## src/pkg/scl_pkg.sv

```systemverilog
package scl_pkg;

  localparam int unsigned CLK_HZ        = 20_000_000;
  localparam int unsigned SETTLE_NS     = 1000;
  localparam int unsigned SOFT_RST_NS   = 2000;
  localparam int unsigned SETTLE_CYC    = (SETTLE_NS * (CLK_HZ / 1_000_000) + 999) / 1000;
  localparam int unsigned SOFT_RST_CYC  = (SOFT_RST_NS * (CLK_HZ / 1_000_000) + 999) / 1000;
  localparam int unsigned CNT_W         = 8;

  // Register indices; byte address is four times the index
  localparam logic [11:0] IDX_RSTCTL    = 12'h01f;
  localparam logic [11:0] IDX_LPCFG     = 12'h18b;
  localparam logic [11:0] IDX_STRAPSTS  = 12'h45d;
  localparam logic [11:0] IDX_OVERRIDE  = 12'h460;
  localparam int unsigned ADDR_W        = 14;

  localparam int unsigned RSTCTL_HW_BIT = 15;
  localparam int unsigned LP_REL_BIT    = 6;
  localparam int unsigned OV_HOSTIF_LSB = 0;
  localparam int unsigned OV_ROLE_BIT   = 3;
  localparam int unsigned OV_AUTO_BIT   = 4;
  localparam int unsigned OV_EN_HOSTIF  = 8;
  localparam int unsigned OV_EN_ROLE    = 9;
  localparam int unsigned OV_EN_AUTO    = 10;

  // Strap pin sample vector positions
  localparam int unsigned SP_CTRL_LO = 0;
  localparam int unsigned SP_CTRL_HI = 1;
  localparam int unsigned SP_ER_LO   = 2;
  localparam int unsigned SP_ER_HI   = 3;
  localparam int unsigned SP_RXD0    = 4;
  localparam int unsigned SP_RXD3    = 7;
  localparam int unsigned SP_IND0    = 8;
  localparam int unsigned SP_IND1    = 9;
  localparam int unsigned SP_CLKPIN  = 10;
  localparam int unsigned SP_RSTN    = 11;
  localparam int unsigned SP_W       = 12;

  typedef enum logic [1:0] {
    SCL_MODE1 = 2'h1,
    SCL_MODE2 = 2'h2,
    SCL_MODE3 = 2'h3
  } scl_mode_t;

  typedef enum logic [2:0] {
    SCL_IF_SERIAL   = 3'h0,
    SCL_IF_MII      = 3'h1,
    SCL_IF_RMII_FOL = 3'h2,
    SCL_IF_RMII_LDR = 3'h3,
    SCL_IF_RGMII_AL = 3'h4,
    SCL_IF_RGMII_TX = 3'h5,
    SCL_IF_RGMII_TR = 3'h6,
    SCL_IF_RGMII_RX = 3'h7
  } scl_hostif_t;

  typedef enum logic [1:0] {
    SCL_ST_HOLD   = 2'h0,
    SCL_ST_SETTLE = 2'h1,
    SCL_ST_RUN    = 2'h3
  } scl_state_t;

  typedef struct packed {
    logic [3:0]  station_addr_bits;
    scl_hostif_t host_if_select;
    logic        clock_out_pin_select;
    logic        leader_follower_select;
    logic        auto_disable;
  } scl_cfg_t;

  localparam scl_cfg_t CFG_RESET = '{4'h0, SCL_IF_SERIAL, 1'b0, 1'b0, 1'b0};

endpackage

```

## src/rtl/scl_strap_latch.sv

```systemverilog
// Added by the designer: the register offsets and the APB slave port.
module scl_strap_latch #(
  parameter bit HAS_SERIAL = 1'b1
) (
  input  wire logic                 clk,
  input  wire logic                 srst,
  input  wire logic                 psel,
  input  wire logic                 penable,
  input  wire logic                 pwrite,
  input  wire logic [31:0]          paddr,
  input  wire logic [31:0]          pwdata,
  output logic [31:0]               prdata,
  output logic                      pready,
  output logic                      pslverr,
  input  wire logic                 reset_pin_n,
  input  wire logic                 rx_ctrl_above_low,
  input  wire logic                 rx_ctrl_above_high,
  input  wire logic                 rx_er_above_low,
  input  wire logic                 rx_er_above_high,
  input  wire logic [3:0]           rx_data_strap,
  input  wire logic                 indicator0_pin_i,
  input  wire logic                 indicator1_pin_i,
  input  wire logic                 clock_output_pin_i,
  input  wire logic                 clock_src,
  input  wire logic                 indicator1_src,
  input  wire logic                 link_up,
  output logic                      indicator1_pin_o,
  output logic                      indicator1_pin_oe_n,
  output logic                      clock_output_pin_o,
  output logic                      clock_output_pin_oe_n,
  output logic                      strap_phase,
  output logic [3:0]                station_addr_bits,
  output scl_pkg::scl_hostif_t      host_if_select,
  output logic                      host_if_reserved,
  output logic                      clock_out_pin_select,
  output logic                      leader_follower_select,
  output logic                      auto_disable,
  output logic                      link_start_enable
);

  // Three-stage synchronisers on every strap input
  logic [scl_pkg::SP_W-1:0] pin_raw;
  logic [scl_pkg::SP_W-1:0] sync1_reg;
  logic [scl_pkg::SP_W-1:0] sync2_reg;
  logic [scl_pkg::SP_W-1:0] sync3_reg;
  logic [scl_pkg::SP_W-1:0] pin_reg;

  assign pin_raw = {reset_pin_n, clock_output_pin_i, indicator1_pin_i, indicator0_pin_i,
                    rx_data_strap, rx_er_above_high, rx_er_above_low,
                    rx_ctrl_above_high, rx_ctrl_above_low};

  genvar gi;
  generate
    for (gi = 0; gi < scl_pkg::SP_W; gi++) begin : g_sync
      always_ff @(posedge clk) begin
        if (srst) begin
          sync1_reg[gi] <= 1'b0;
          sync2_reg[gi] <= 1'b0;
          sync3_reg[gi] <= 1'b0;
          pin_reg[gi]   <= 1'b0;
        end else begin
          sync1_reg[gi] <= pin_raw[gi];
          sync2_reg[gi] <= sync1_reg[gi];
          sync3_reg[gi] <= sync2_reg[gi];
          if (sync2_reg[gi] == sync3_reg[gi]) begin
            pin_reg[gi] <= sync3_reg[gi];
          end
        end
      end
    end
  endgenerate

  // Comparator pair to strap mode: open pin reads mode 1
  function automatic scl_pkg::scl_mode_t level3(input logic above_low, input logic above_high);
    if (above_high) begin
      level3 = scl_pkg::SCL_MODE3;
    end else if (above_low) begin
      level3 = scl_pkg::SCL_MODE2;
    end else begin
      level3 = scl_pkg::SCL_MODE1;
    end
  endfunction

  // Strap decode
  scl_pkg::scl_mode_t ctrl_mode;
  scl_pkg::scl_mode_t er_mode;
  logic [3:0]         addr_dec;
  logic               clksel_dec;
  logic               auto_dec;
  scl_pkg::scl_cfg_t  strap_dec;

  assign ctrl_mode = level3(pin_reg[scl_pkg::SP_CTRL_LO], pin_reg[scl_pkg::SP_CTRL_HI]);
  assign er_mode   = level3(pin_reg[scl_pkg::SP_ER_LO], pin_reg[scl_pkg::SP_ER_HI]);
  assign addr_dec[0] = (ctrl_mode == scl_pkg::SCL_MODE3);
  assign addr_dec[2] = (ctrl_mode != scl_pkg::SCL_MODE1);
  assign addr_dec[1] = (er_mode == scl_pkg::SCL_MODE3);
  assign addr_dec[3] = (er_mode != scl_pkg::SCL_MODE1);
  assign clksel_dec  = pin_reg[scl_pkg::SP_RXD3];
  // Source pin chosen from the freshly resolved selection
  assign auto_dec    = clksel_dec ? pin_reg[scl_pkg::SP_CLKPIN]
                                  : pin_reg[scl_pkg::SP_IND1];

  assign strap_dec.station_addr_bits      = addr_dec;
  assign strap_dec.host_if_select         = scl_pkg::scl_hostif_t'(pin_reg[scl_pkg::SP_RXD0 +: 3]);
  assign strap_dec.clock_out_pin_select   = clksel_dec;
  assign strap_dec.leader_follower_select = pin_reg[scl_pkg::SP_IND0];
  assign strap_dec.auto_disable           = auto_dec;

  // Reset sequencing
  scl_pkg::scl_state_t               state_reg;
  scl_pkg::scl_state_t               state_next;
  logic [scl_pkg::CNT_W-1:0]         settle_cnt_reg;
  logic [scl_pkg::CNT_W-1:0]         soft_cnt_reg;
  logic                              reset_active;
  logic                              latch_now;
  logic                              soft_req;

  assign reset_active = ~pin_reg[scl_pkg::SP_RSTN] | (soft_cnt_reg != '0);
  assign latch_now    = (state_reg == scl_pkg::SCL_ST_SETTLE) & ~reset_active &
                        (settle_cnt_reg == scl_pkg::CNT_W'(scl_pkg::SETTLE_CYC - 1));

  always_comb begin
    state_next = state_reg;
    case (state_reg)
      scl_pkg::SCL_ST_HOLD: begin
        if (!reset_active) begin
          state_next = scl_pkg::SCL_ST_SETTLE;
        end
      end
      scl_pkg::SCL_ST_SETTLE: begin
        if (reset_active) begin
          state_next = scl_pkg::SCL_ST_HOLD;
        end else if (latch_now) begin
          state_next = scl_pkg::SCL_ST_RUN;
        end
      end
      scl_pkg::SCL_ST_RUN: begin
        if (reset_active) begin
          state_next = scl_pkg::SCL_ST_HOLD;
        end
      end
      default: begin
        state_next = scl_pkg::SCL_ST_HOLD;
      end
    endcase
  end

  always_ff @(posedge clk) begin
    if (srst) begin
      state_reg <= scl_pkg::SCL_ST_HOLD;
    end else begin
      state_reg <= state_next;
    end
  end

  always_ff @(posedge clk) begin
    if (srst || state_reg != scl_pkg::SCL_ST_SETTLE) begin
      settle_cnt_reg <= '0;
    end else begin
      settle_cnt_reg <= settle_cnt_reg + 1'b1;
    end
  end

  always_ff @(posedge clk) begin
    if (srst) begin
      soft_cnt_reg <= '0;
    end else if (soft_req) begin
      soft_cnt_reg <= scl_pkg::CNT_W'(scl_pkg::SOFT_RST_CYC);
    end else if (soft_cnt_reg != '0) begin
      soft_cnt_reg <= soft_cnt_reg - 1'b1;
    end
  end

  // Latched strap configuration, untouched outside the capture edge
  scl_pkg::scl_cfg_t strap_cfg_reg;

  always_ff @(posedge clk) begin
    if (srst) begin
      strap_cfg_reg <= scl_pkg::CFG_RESET;
    end else if (latch_now) begin
      strap_cfg_reg <= strap_dec;
    end
  end

  // APB slave
  logic [11:0] reg_idx;
  logic        hit_rstctl;
  logic        hit_lpcfg;
  logic        hit_sts;
  logic        hit_ov;
  logic        hit_any;
  logic        setup;
  logic        wr_fire;
  logic [31:0] rd_mux;
  logic        release_reg;
  logic [10:0] override_reg;
  logic        link_up_q_reg;
  logic        link_rise;
  logic        in_reset_state;

  assign reg_idx    = paddr[scl_pkg::ADDR_W-1:2];
  assign hit_rstctl = (paddr[1:0] == 2'h0) && (reg_idx == scl_pkg::IDX_RSTCTL) && (paddr[31:scl_pkg::ADDR_W] == '0);
  assign hit_lpcfg  = (paddr[1:0] == 2'h0) && (reg_idx == scl_pkg::IDX_LPCFG) && (paddr[31:scl_pkg::ADDR_W] == '0);
  assign hit_sts    = (paddr[1:0] == 2'h0) && (reg_idx == scl_pkg::IDX_STRAPSTS) && (paddr[31:scl_pkg::ADDR_W] == '0);
  assign hit_ov     = (paddr[1:0] == 2'h0) && (reg_idx == scl_pkg::IDX_OVERRIDE) && (paddr[31:scl_pkg::ADDR_W] == '0);
  assign hit_any    = hit_rstctl | hit_lpcfg | hit_sts | hit_ov;
  assign setup      = psel & ~penable;
  assign wr_fire    = psel & penable & pready & pwrite & hit_any & ~pslverr;
  assign soft_req   = wr_fire & hit_rstctl & pwdata[scl_pkg::RSTCTL_HW_BIT];
  assign link_rise  = link_up & ~link_up_q_reg;
  assign in_reset_state = (state_reg != scl_pkg::SCL_ST_RUN);

  always_comb begin
    rd_mux = 32'h0000_0000;
    if (hit_lpcfg) begin
      rd_mux[scl_pkg::LP_REL_BIT] = release_reg;
    end else if (hit_sts) begin
      rd_mux[9:0]  = strap_cfg_reg;
      rd_mux[11:10] = state_reg;
    end else if (hit_ov) begin
      rd_mux[10:0] = override_reg;
    end else if (hit_rstctl) begin
      rd_mux[scl_pkg::RSTCTL_HW_BIT] = (soft_cnt_reg != '0);
    end
  end

  always_ff @(posedge clk) begin
    if (srst) begin
      pready  <= 1'b0;
      pslverr <= 1'b0;
      prdata  <= 32'h0000_0000;
    end else begin
      pready  <= setup;
      pslverr <= setup & ~hit_any;
      if (setup) begin
        prdata <= pwrite ? 32'h0000_0000 : rd_mux;
      end
    end
  end

  always_ff @(posedge clk) begin
    if (srst) begin
      link_up_q_reg <= 1'b0;
    end else begin
      link_up_q_reg <= link_up;
    end
  end

  // Release bit: software write wins over the link-up clear
  always_ff @(posedge clk) begin
    if (srst || in_reset_state) begin
      release_reg <= 1'b0;
    end else if (wr_fire && hit_lpcfg) begin
      release_reg <= pwdata[scl_pkg::LP_REL_BIT];
    end else if (link_rise) begin
      release_reg <= 1'b0;
    end
  end

  always_ff @(posedge clk) begin
    if (srst || in_reset_state) begin
      override_reg <= '0;
    end else if (wr_fire && hit_ov) begin
      override_reg <= pwdata[10:0];
    end
  end

  // Effective configuration: straps unless overridden
  scl_pkg::scl_cfg_t eff_cfg;

  assign eff_cfg.station_addr_bits      = strap_cfg_reg.station_addr_bits;
  assign eff_cfg.clock_out_pin_select   = strap_cfg_reg.clock_out_pin_select;
  assign eff_cfg.host_if_select         = override_reg[scl_pkg::OV_EN_HOSTIF] ?
      scl_pkg::scl_hostif_t'(override_reg[scl_pkg::OV_HOSTIF_LSB +: 3]) : strap_cfg_reg.host_if_select;
  assign eff_cfg.leader_follower_select = override_reg[scl_pkg::OV_EN_ROLE] ?
      override_reg[scl_pkg::OV_ROLE_BIT] : strap_cfg_reg.leader_follower_select;
  assign eff_cfg.auto_disable           = override_reg[scl_pkg::OV_EN_AUTO] ?
      override_reg[scl_pkg::OV_AUTO_BIT] : strap_cfg_reg.auto_disable;

  // Registered outputs
  always_ff @(posedge clk) begin
    if (srst) begin
      station_addr_bits      <= 4'h0;
      host_if_select         <= scl_pkg::SCL_IF_SERIAL;
      host_if_reserved       <= 1'b0;
      clock_out_pin_select   <= 1'b0;
      leader_follower_select <= 1'b0;
      auto_disable           <= 1'b0;
      link_start_enable      <= 1'b0;
      strap_phase            <= 1'b1;
    end else begin
      station_addr_bits      <= eff_cfg.station_addr_bits;
      host_if_select         <= eff_cfg.host_if_select;
      host_if_reserved       <= ~HAS_SERIAL & (eff_cfg.host_if_select == scl_pkg::SCL_IF_SERIAL);
      clock_out_pin_select   <= eff_cfg.clock_out_pin_select;
      leader_follower_select <= eff_cfg.leader_follower_select;
      auto_disable           <= eff_cfg.auto_disable;
      link_start_enable      <= ~in_reset_state & (~eff_cfg.auto_disable | release_reg);
      strap_phase            <= in_reset_state & (state_next != scl_pkg::SCL_ST_RUN);
    end
  end

  // Pin function swap; pins stay undriven while straps are sampled
  always_ff @(posedge clk) begin
    if (srst) begin
      clock_output_pin_o    <= 1'b0;
      indicator1_pin_o      <= 1'b0;
      clock_output_pin_oe_n <= 1'b1;
      indicator1_pin_oe_n   <= 1'b1;
    end else begin
      clock_output_pin_o    <= eff_cfg.clock_out_pin_select ? indicator1_src : clock_src;
      indicator1_pin_o      <= eff_cfg.clock_out_pin_select ? clock_src : indicator1_src;
      clock_output_pin_oe_n <= in_reset_state;
      indicator1_pin_oe_n   <= in_reset_state;
    end
  end

endmodule

```

## config.mk

```make
export PLATFORM = sky130hd
export DESIGN_NAME = scl_strap_latch
export DESIGN_NICKNAME = d
export VERILOG_FILES = /design/src/pkg/scl_pkg.sv /design/src/rtl/scl_strap_latch.sv
export SDC_FILE = /design/constraint.sdc
export NUM_CORES = 1
export LEC_CHECK = 0
export BUFFER_PORTS_ARGS = -buffer_cell sky130_fd_sc_hd__buf_2
export CORE_ASPECT_RATIO = 1.4
export CORE_MARGIN = 2
export CORE_UTILIZATION = 50
export DETAILED_ROUTE_END_ITERATION = 10
export MAX_ROUTING_LAYER = met4
export PLACE_DENSITY = 0.83
export SYNTH_ARGS = -nofsm -noshare
export SYNTH_HDL_FRONTEND = slang
export SYNTH_SLANG_ARGS = --single-unit
```

## constraint.sdc

```tcl
create_clock -name clk -period 3.4 [get_ports clk]
set_clock_uncertainty 0.2 [all_clocks]
set_input_delay 0.17 -clock clk [delete_from_list [all_inputs] [get_ports clk]]
set_output_delay 0.17 -clock clk [all_outputs]
set_load 0.02 [all_outputs]
```

==> results.toml <==
[clock_network]
cts.sinks = 119
post_cts_buffers = 0
cts-root-buf = "clkbuf_16"
numCtsBuffers = 17
cts_buffer_depth = 2
htreeDepth = 4
cts-resized-gates = 0
cts_tree = "built"
clk_latency_ns = 0.40
clk_pin_slew_ns = 0.05

[power_and_ir_drop]
leakage_nw = 2.36
vdd_drop_max_mv = 0.500
power.density_nw_per_um2 = 630

[placement]
hpwl_mm = 6.16
dp_slack_ns = 0.952
numPortBuffers = 94
gp_congestion = 0.845

[sta]
fin_setup_tns_ns = 0
fin_crit_sh_pct = 87.5
slew_headroom_pct = 29.7
period_needed_ns = 2.97
slew_violations = 0
setup_slack_ns = 0.426
tightest_slew_ns = 1.06
finalHoldViolations = 0
setup_viol = 0
rsz0062_at_grt = "false"
max_freq_mhz = 336

[cells_and_area]
drive_above_1_share_pct = 23.9
largest_reg_flops = 13
regMostFlops = "prdata"
final_core_util_pct = 69.0
area_delta_synth_final_pct = 33.6
n_antenna_cell = 0
nets = 681

[setup_path]
critPathKind = "in2reg"
end_kind = "flip-flop"
cp-endpoint = "pslverr"
cp_cell_sequence = "dlygate4sd3_1 -> buf_2 -> nor2_1 -> dlygate4sd3_1 -> nand2_1 -> dlygate4sd3_1 -> o31a_1 -> dlygate4sd3_1"
start_kind = "primary input"
cp_max_fo = 3
regToRegStartpoint = "soft_cnt_reg[0]"
crit_cells = 8
rrSetupSlack_ns = 0.92
crit_top_cell = "dlygate4sd3_1"
worst-path-buf-inv = 5
worstPathRequired_ns = 3.48
reg2reg_depth = 7
crit_family = "buffers and inverters"
startpoint = "paddr[19]"
crit_path_max_incr_delay_ns = 0.59
cp.arrival_ns = 3.05
cp_slowest_cell = "dlygate4sd3_1"
r2r-end = "strap_phase"

[die]
fp.coreArea_um2 = 8660
die_w_um = 83.9
io-pin-count = 135
rows = 40
die-area_um2 = 9720
die_h_um = 116
initial_core_util_pct = 51.6

[synth]
avgSynthCellArea_um2 = 9.78
synthMostInstantiatedCell = "dfxtp_1"
synth.top_cell.area_share_pct = 53.3
synth_top_cell_by_area = "dfxtp_1"
synth_common_cells = "119 x dfxtp_1, 53 x nor2_1, 43 x nor2b_1"
yosysWarningCount = 0
synth_flop_cell = "dfxtp_1"
syn_area_um2 = 4470
synth_area_leaders = "dfxtp_1 53%, mux2i_1 6.0%, nor2b_1 6.0%, nor2_1 4.5%, buf_4 4.0%"
async_flop_share_pct = 0
synthDistinctLibCells = 45
yosysSeqAreaShare_pct = 53.3
ys_seq_elements = 119
syn_inst = 457
synth_edf_count = 0

[grt]
grt_overflow = 0
grt_usage_pct = 21.8
grt_pass1_wl_mm = 16.4
grt_pass1_vias = 3673
grt_max_degree = 81
antenna_found_initial = 0

[run]
drv_cap = 0

[detailed_routing]
ant_nets = 0
drc_errors = 0
dr.pass1.iters = 4
drt-total-wl_mm = 9.70
viasPerCell = 5.09
drt_iter0_drc = 191
post_drt_wl_per_cell_um = 13.6
vias = 3622

[outcome]
outcome = "finished, final reports clean"

[worst_hold_path]
hold_class = "in2reg"
holdPathStages = 5
## routing by layer
layer  GRT usage (%)  wire [µm]
met5               -          0
met4            12.2        198
met3            5.84        450
met2            38.5       5260
met1            21.9       3800
## power by group
part / switching [mW] / internal, mW
combinational: 0.196 / 0.177
sequential: 0.0375 / 1.45
clock: 0.628 / 1.27
## layout by cell type, fill, tap and decap left out, types with 2 or more instances in the layout
master         count
a211oi_2           2
a21oi_1           23
a22oi_1           10
and3_1             4
buf_2             94
buf_4              3
bufinv_16          4
clkbuf_16         17
clkbuf_8           2
clkinv_4           4
clkinvlp_4         2
conb_1            20
dfxtp_1          119
dlygate4sd3_1     42
ha_1               3
inv_1              7
inv_6              2
mux2i_1           27
nand2_1           32
nand2b_1           3
nand3_1            8
nand3b_1           3
nand4_1            3
nand4b_1           2
nor2_1            53
nor2b_1           43
nor3_1             7
nor3b_1            2
nor4_1             3
nor4_2             5
nor4b_2            3
o21ai_0           13
o21ai_1           12
or2_2              2
or3_1              5
xnor2_1            4
xor2_1             6
## logic make-up after synthesis
group	Yosys count	share of synthesized area (%)
other	1	0.0839
adders and majority gates	3	0.840
buffers and inverters	47	6.38
xor gates and xnor gates	10	1.96
and+or+nand+nor	185	22.7
muxes	27	6.05
AOI/OAI and AO/OA	65	8.68
DFF	119	53.3
## final cells by class
class	instances	area, µm²
clock buffer	19	453
clock inverter	13	193
fill	601	2690
inverter	7	26.3
multi-input combinational	310	1870
sequential	119	2380
tap	105	131
timing repair buffer	139	913
## worst min-delay path by stage
stage,from,endpoint
global route,penable,prdata[8]
global placement,indicator1_pin_i,sync1_reg[9]
finish,penable,prdata[4]
CTS,penable,prdata[8]
floorplan,link_up,link_up_q_reg
detailed placement,rx_data_strap[2],sync1_reg[6]
## worst reg2reg max path: stages, from the launching register on
cell and delay [ns]:
dfxtp_1 0.30, inv_1 0.10, ha_1 0.15, nor4b_2 0.21, and2_1 0.38, and3_1 0.66
a21oi_1 0.07, or2_2 0.29
## metrics by stage
| stage | total power, mW | instance area (µm²) | hold slack [ns] | instances |
|---|---|---|---|---|
| after global routing | 3.91 | 5970 | 0.147 | 712 |
| after CTS | 3.78 | 5970 | 0.113 | 712 |
| after floorplan | 1.79 | 4540 | 0.0982 | 476 |
| final | 3.76 | 5970 | 0.138 | 712 |
| after global placement | 1.83 | 4910 | 0.179 | 638 |
| after detailed placement | 1.85 | 4910 | 0.185 | 638 |
## repair_timing
item | in CTS | in global routing
endpoints found under the setup margin | 0 | 0
hold buffers | 42 | 0
hold endpoints to repair | 47 | 0
No activity file was read; power rests on OpenSTA's default activity.
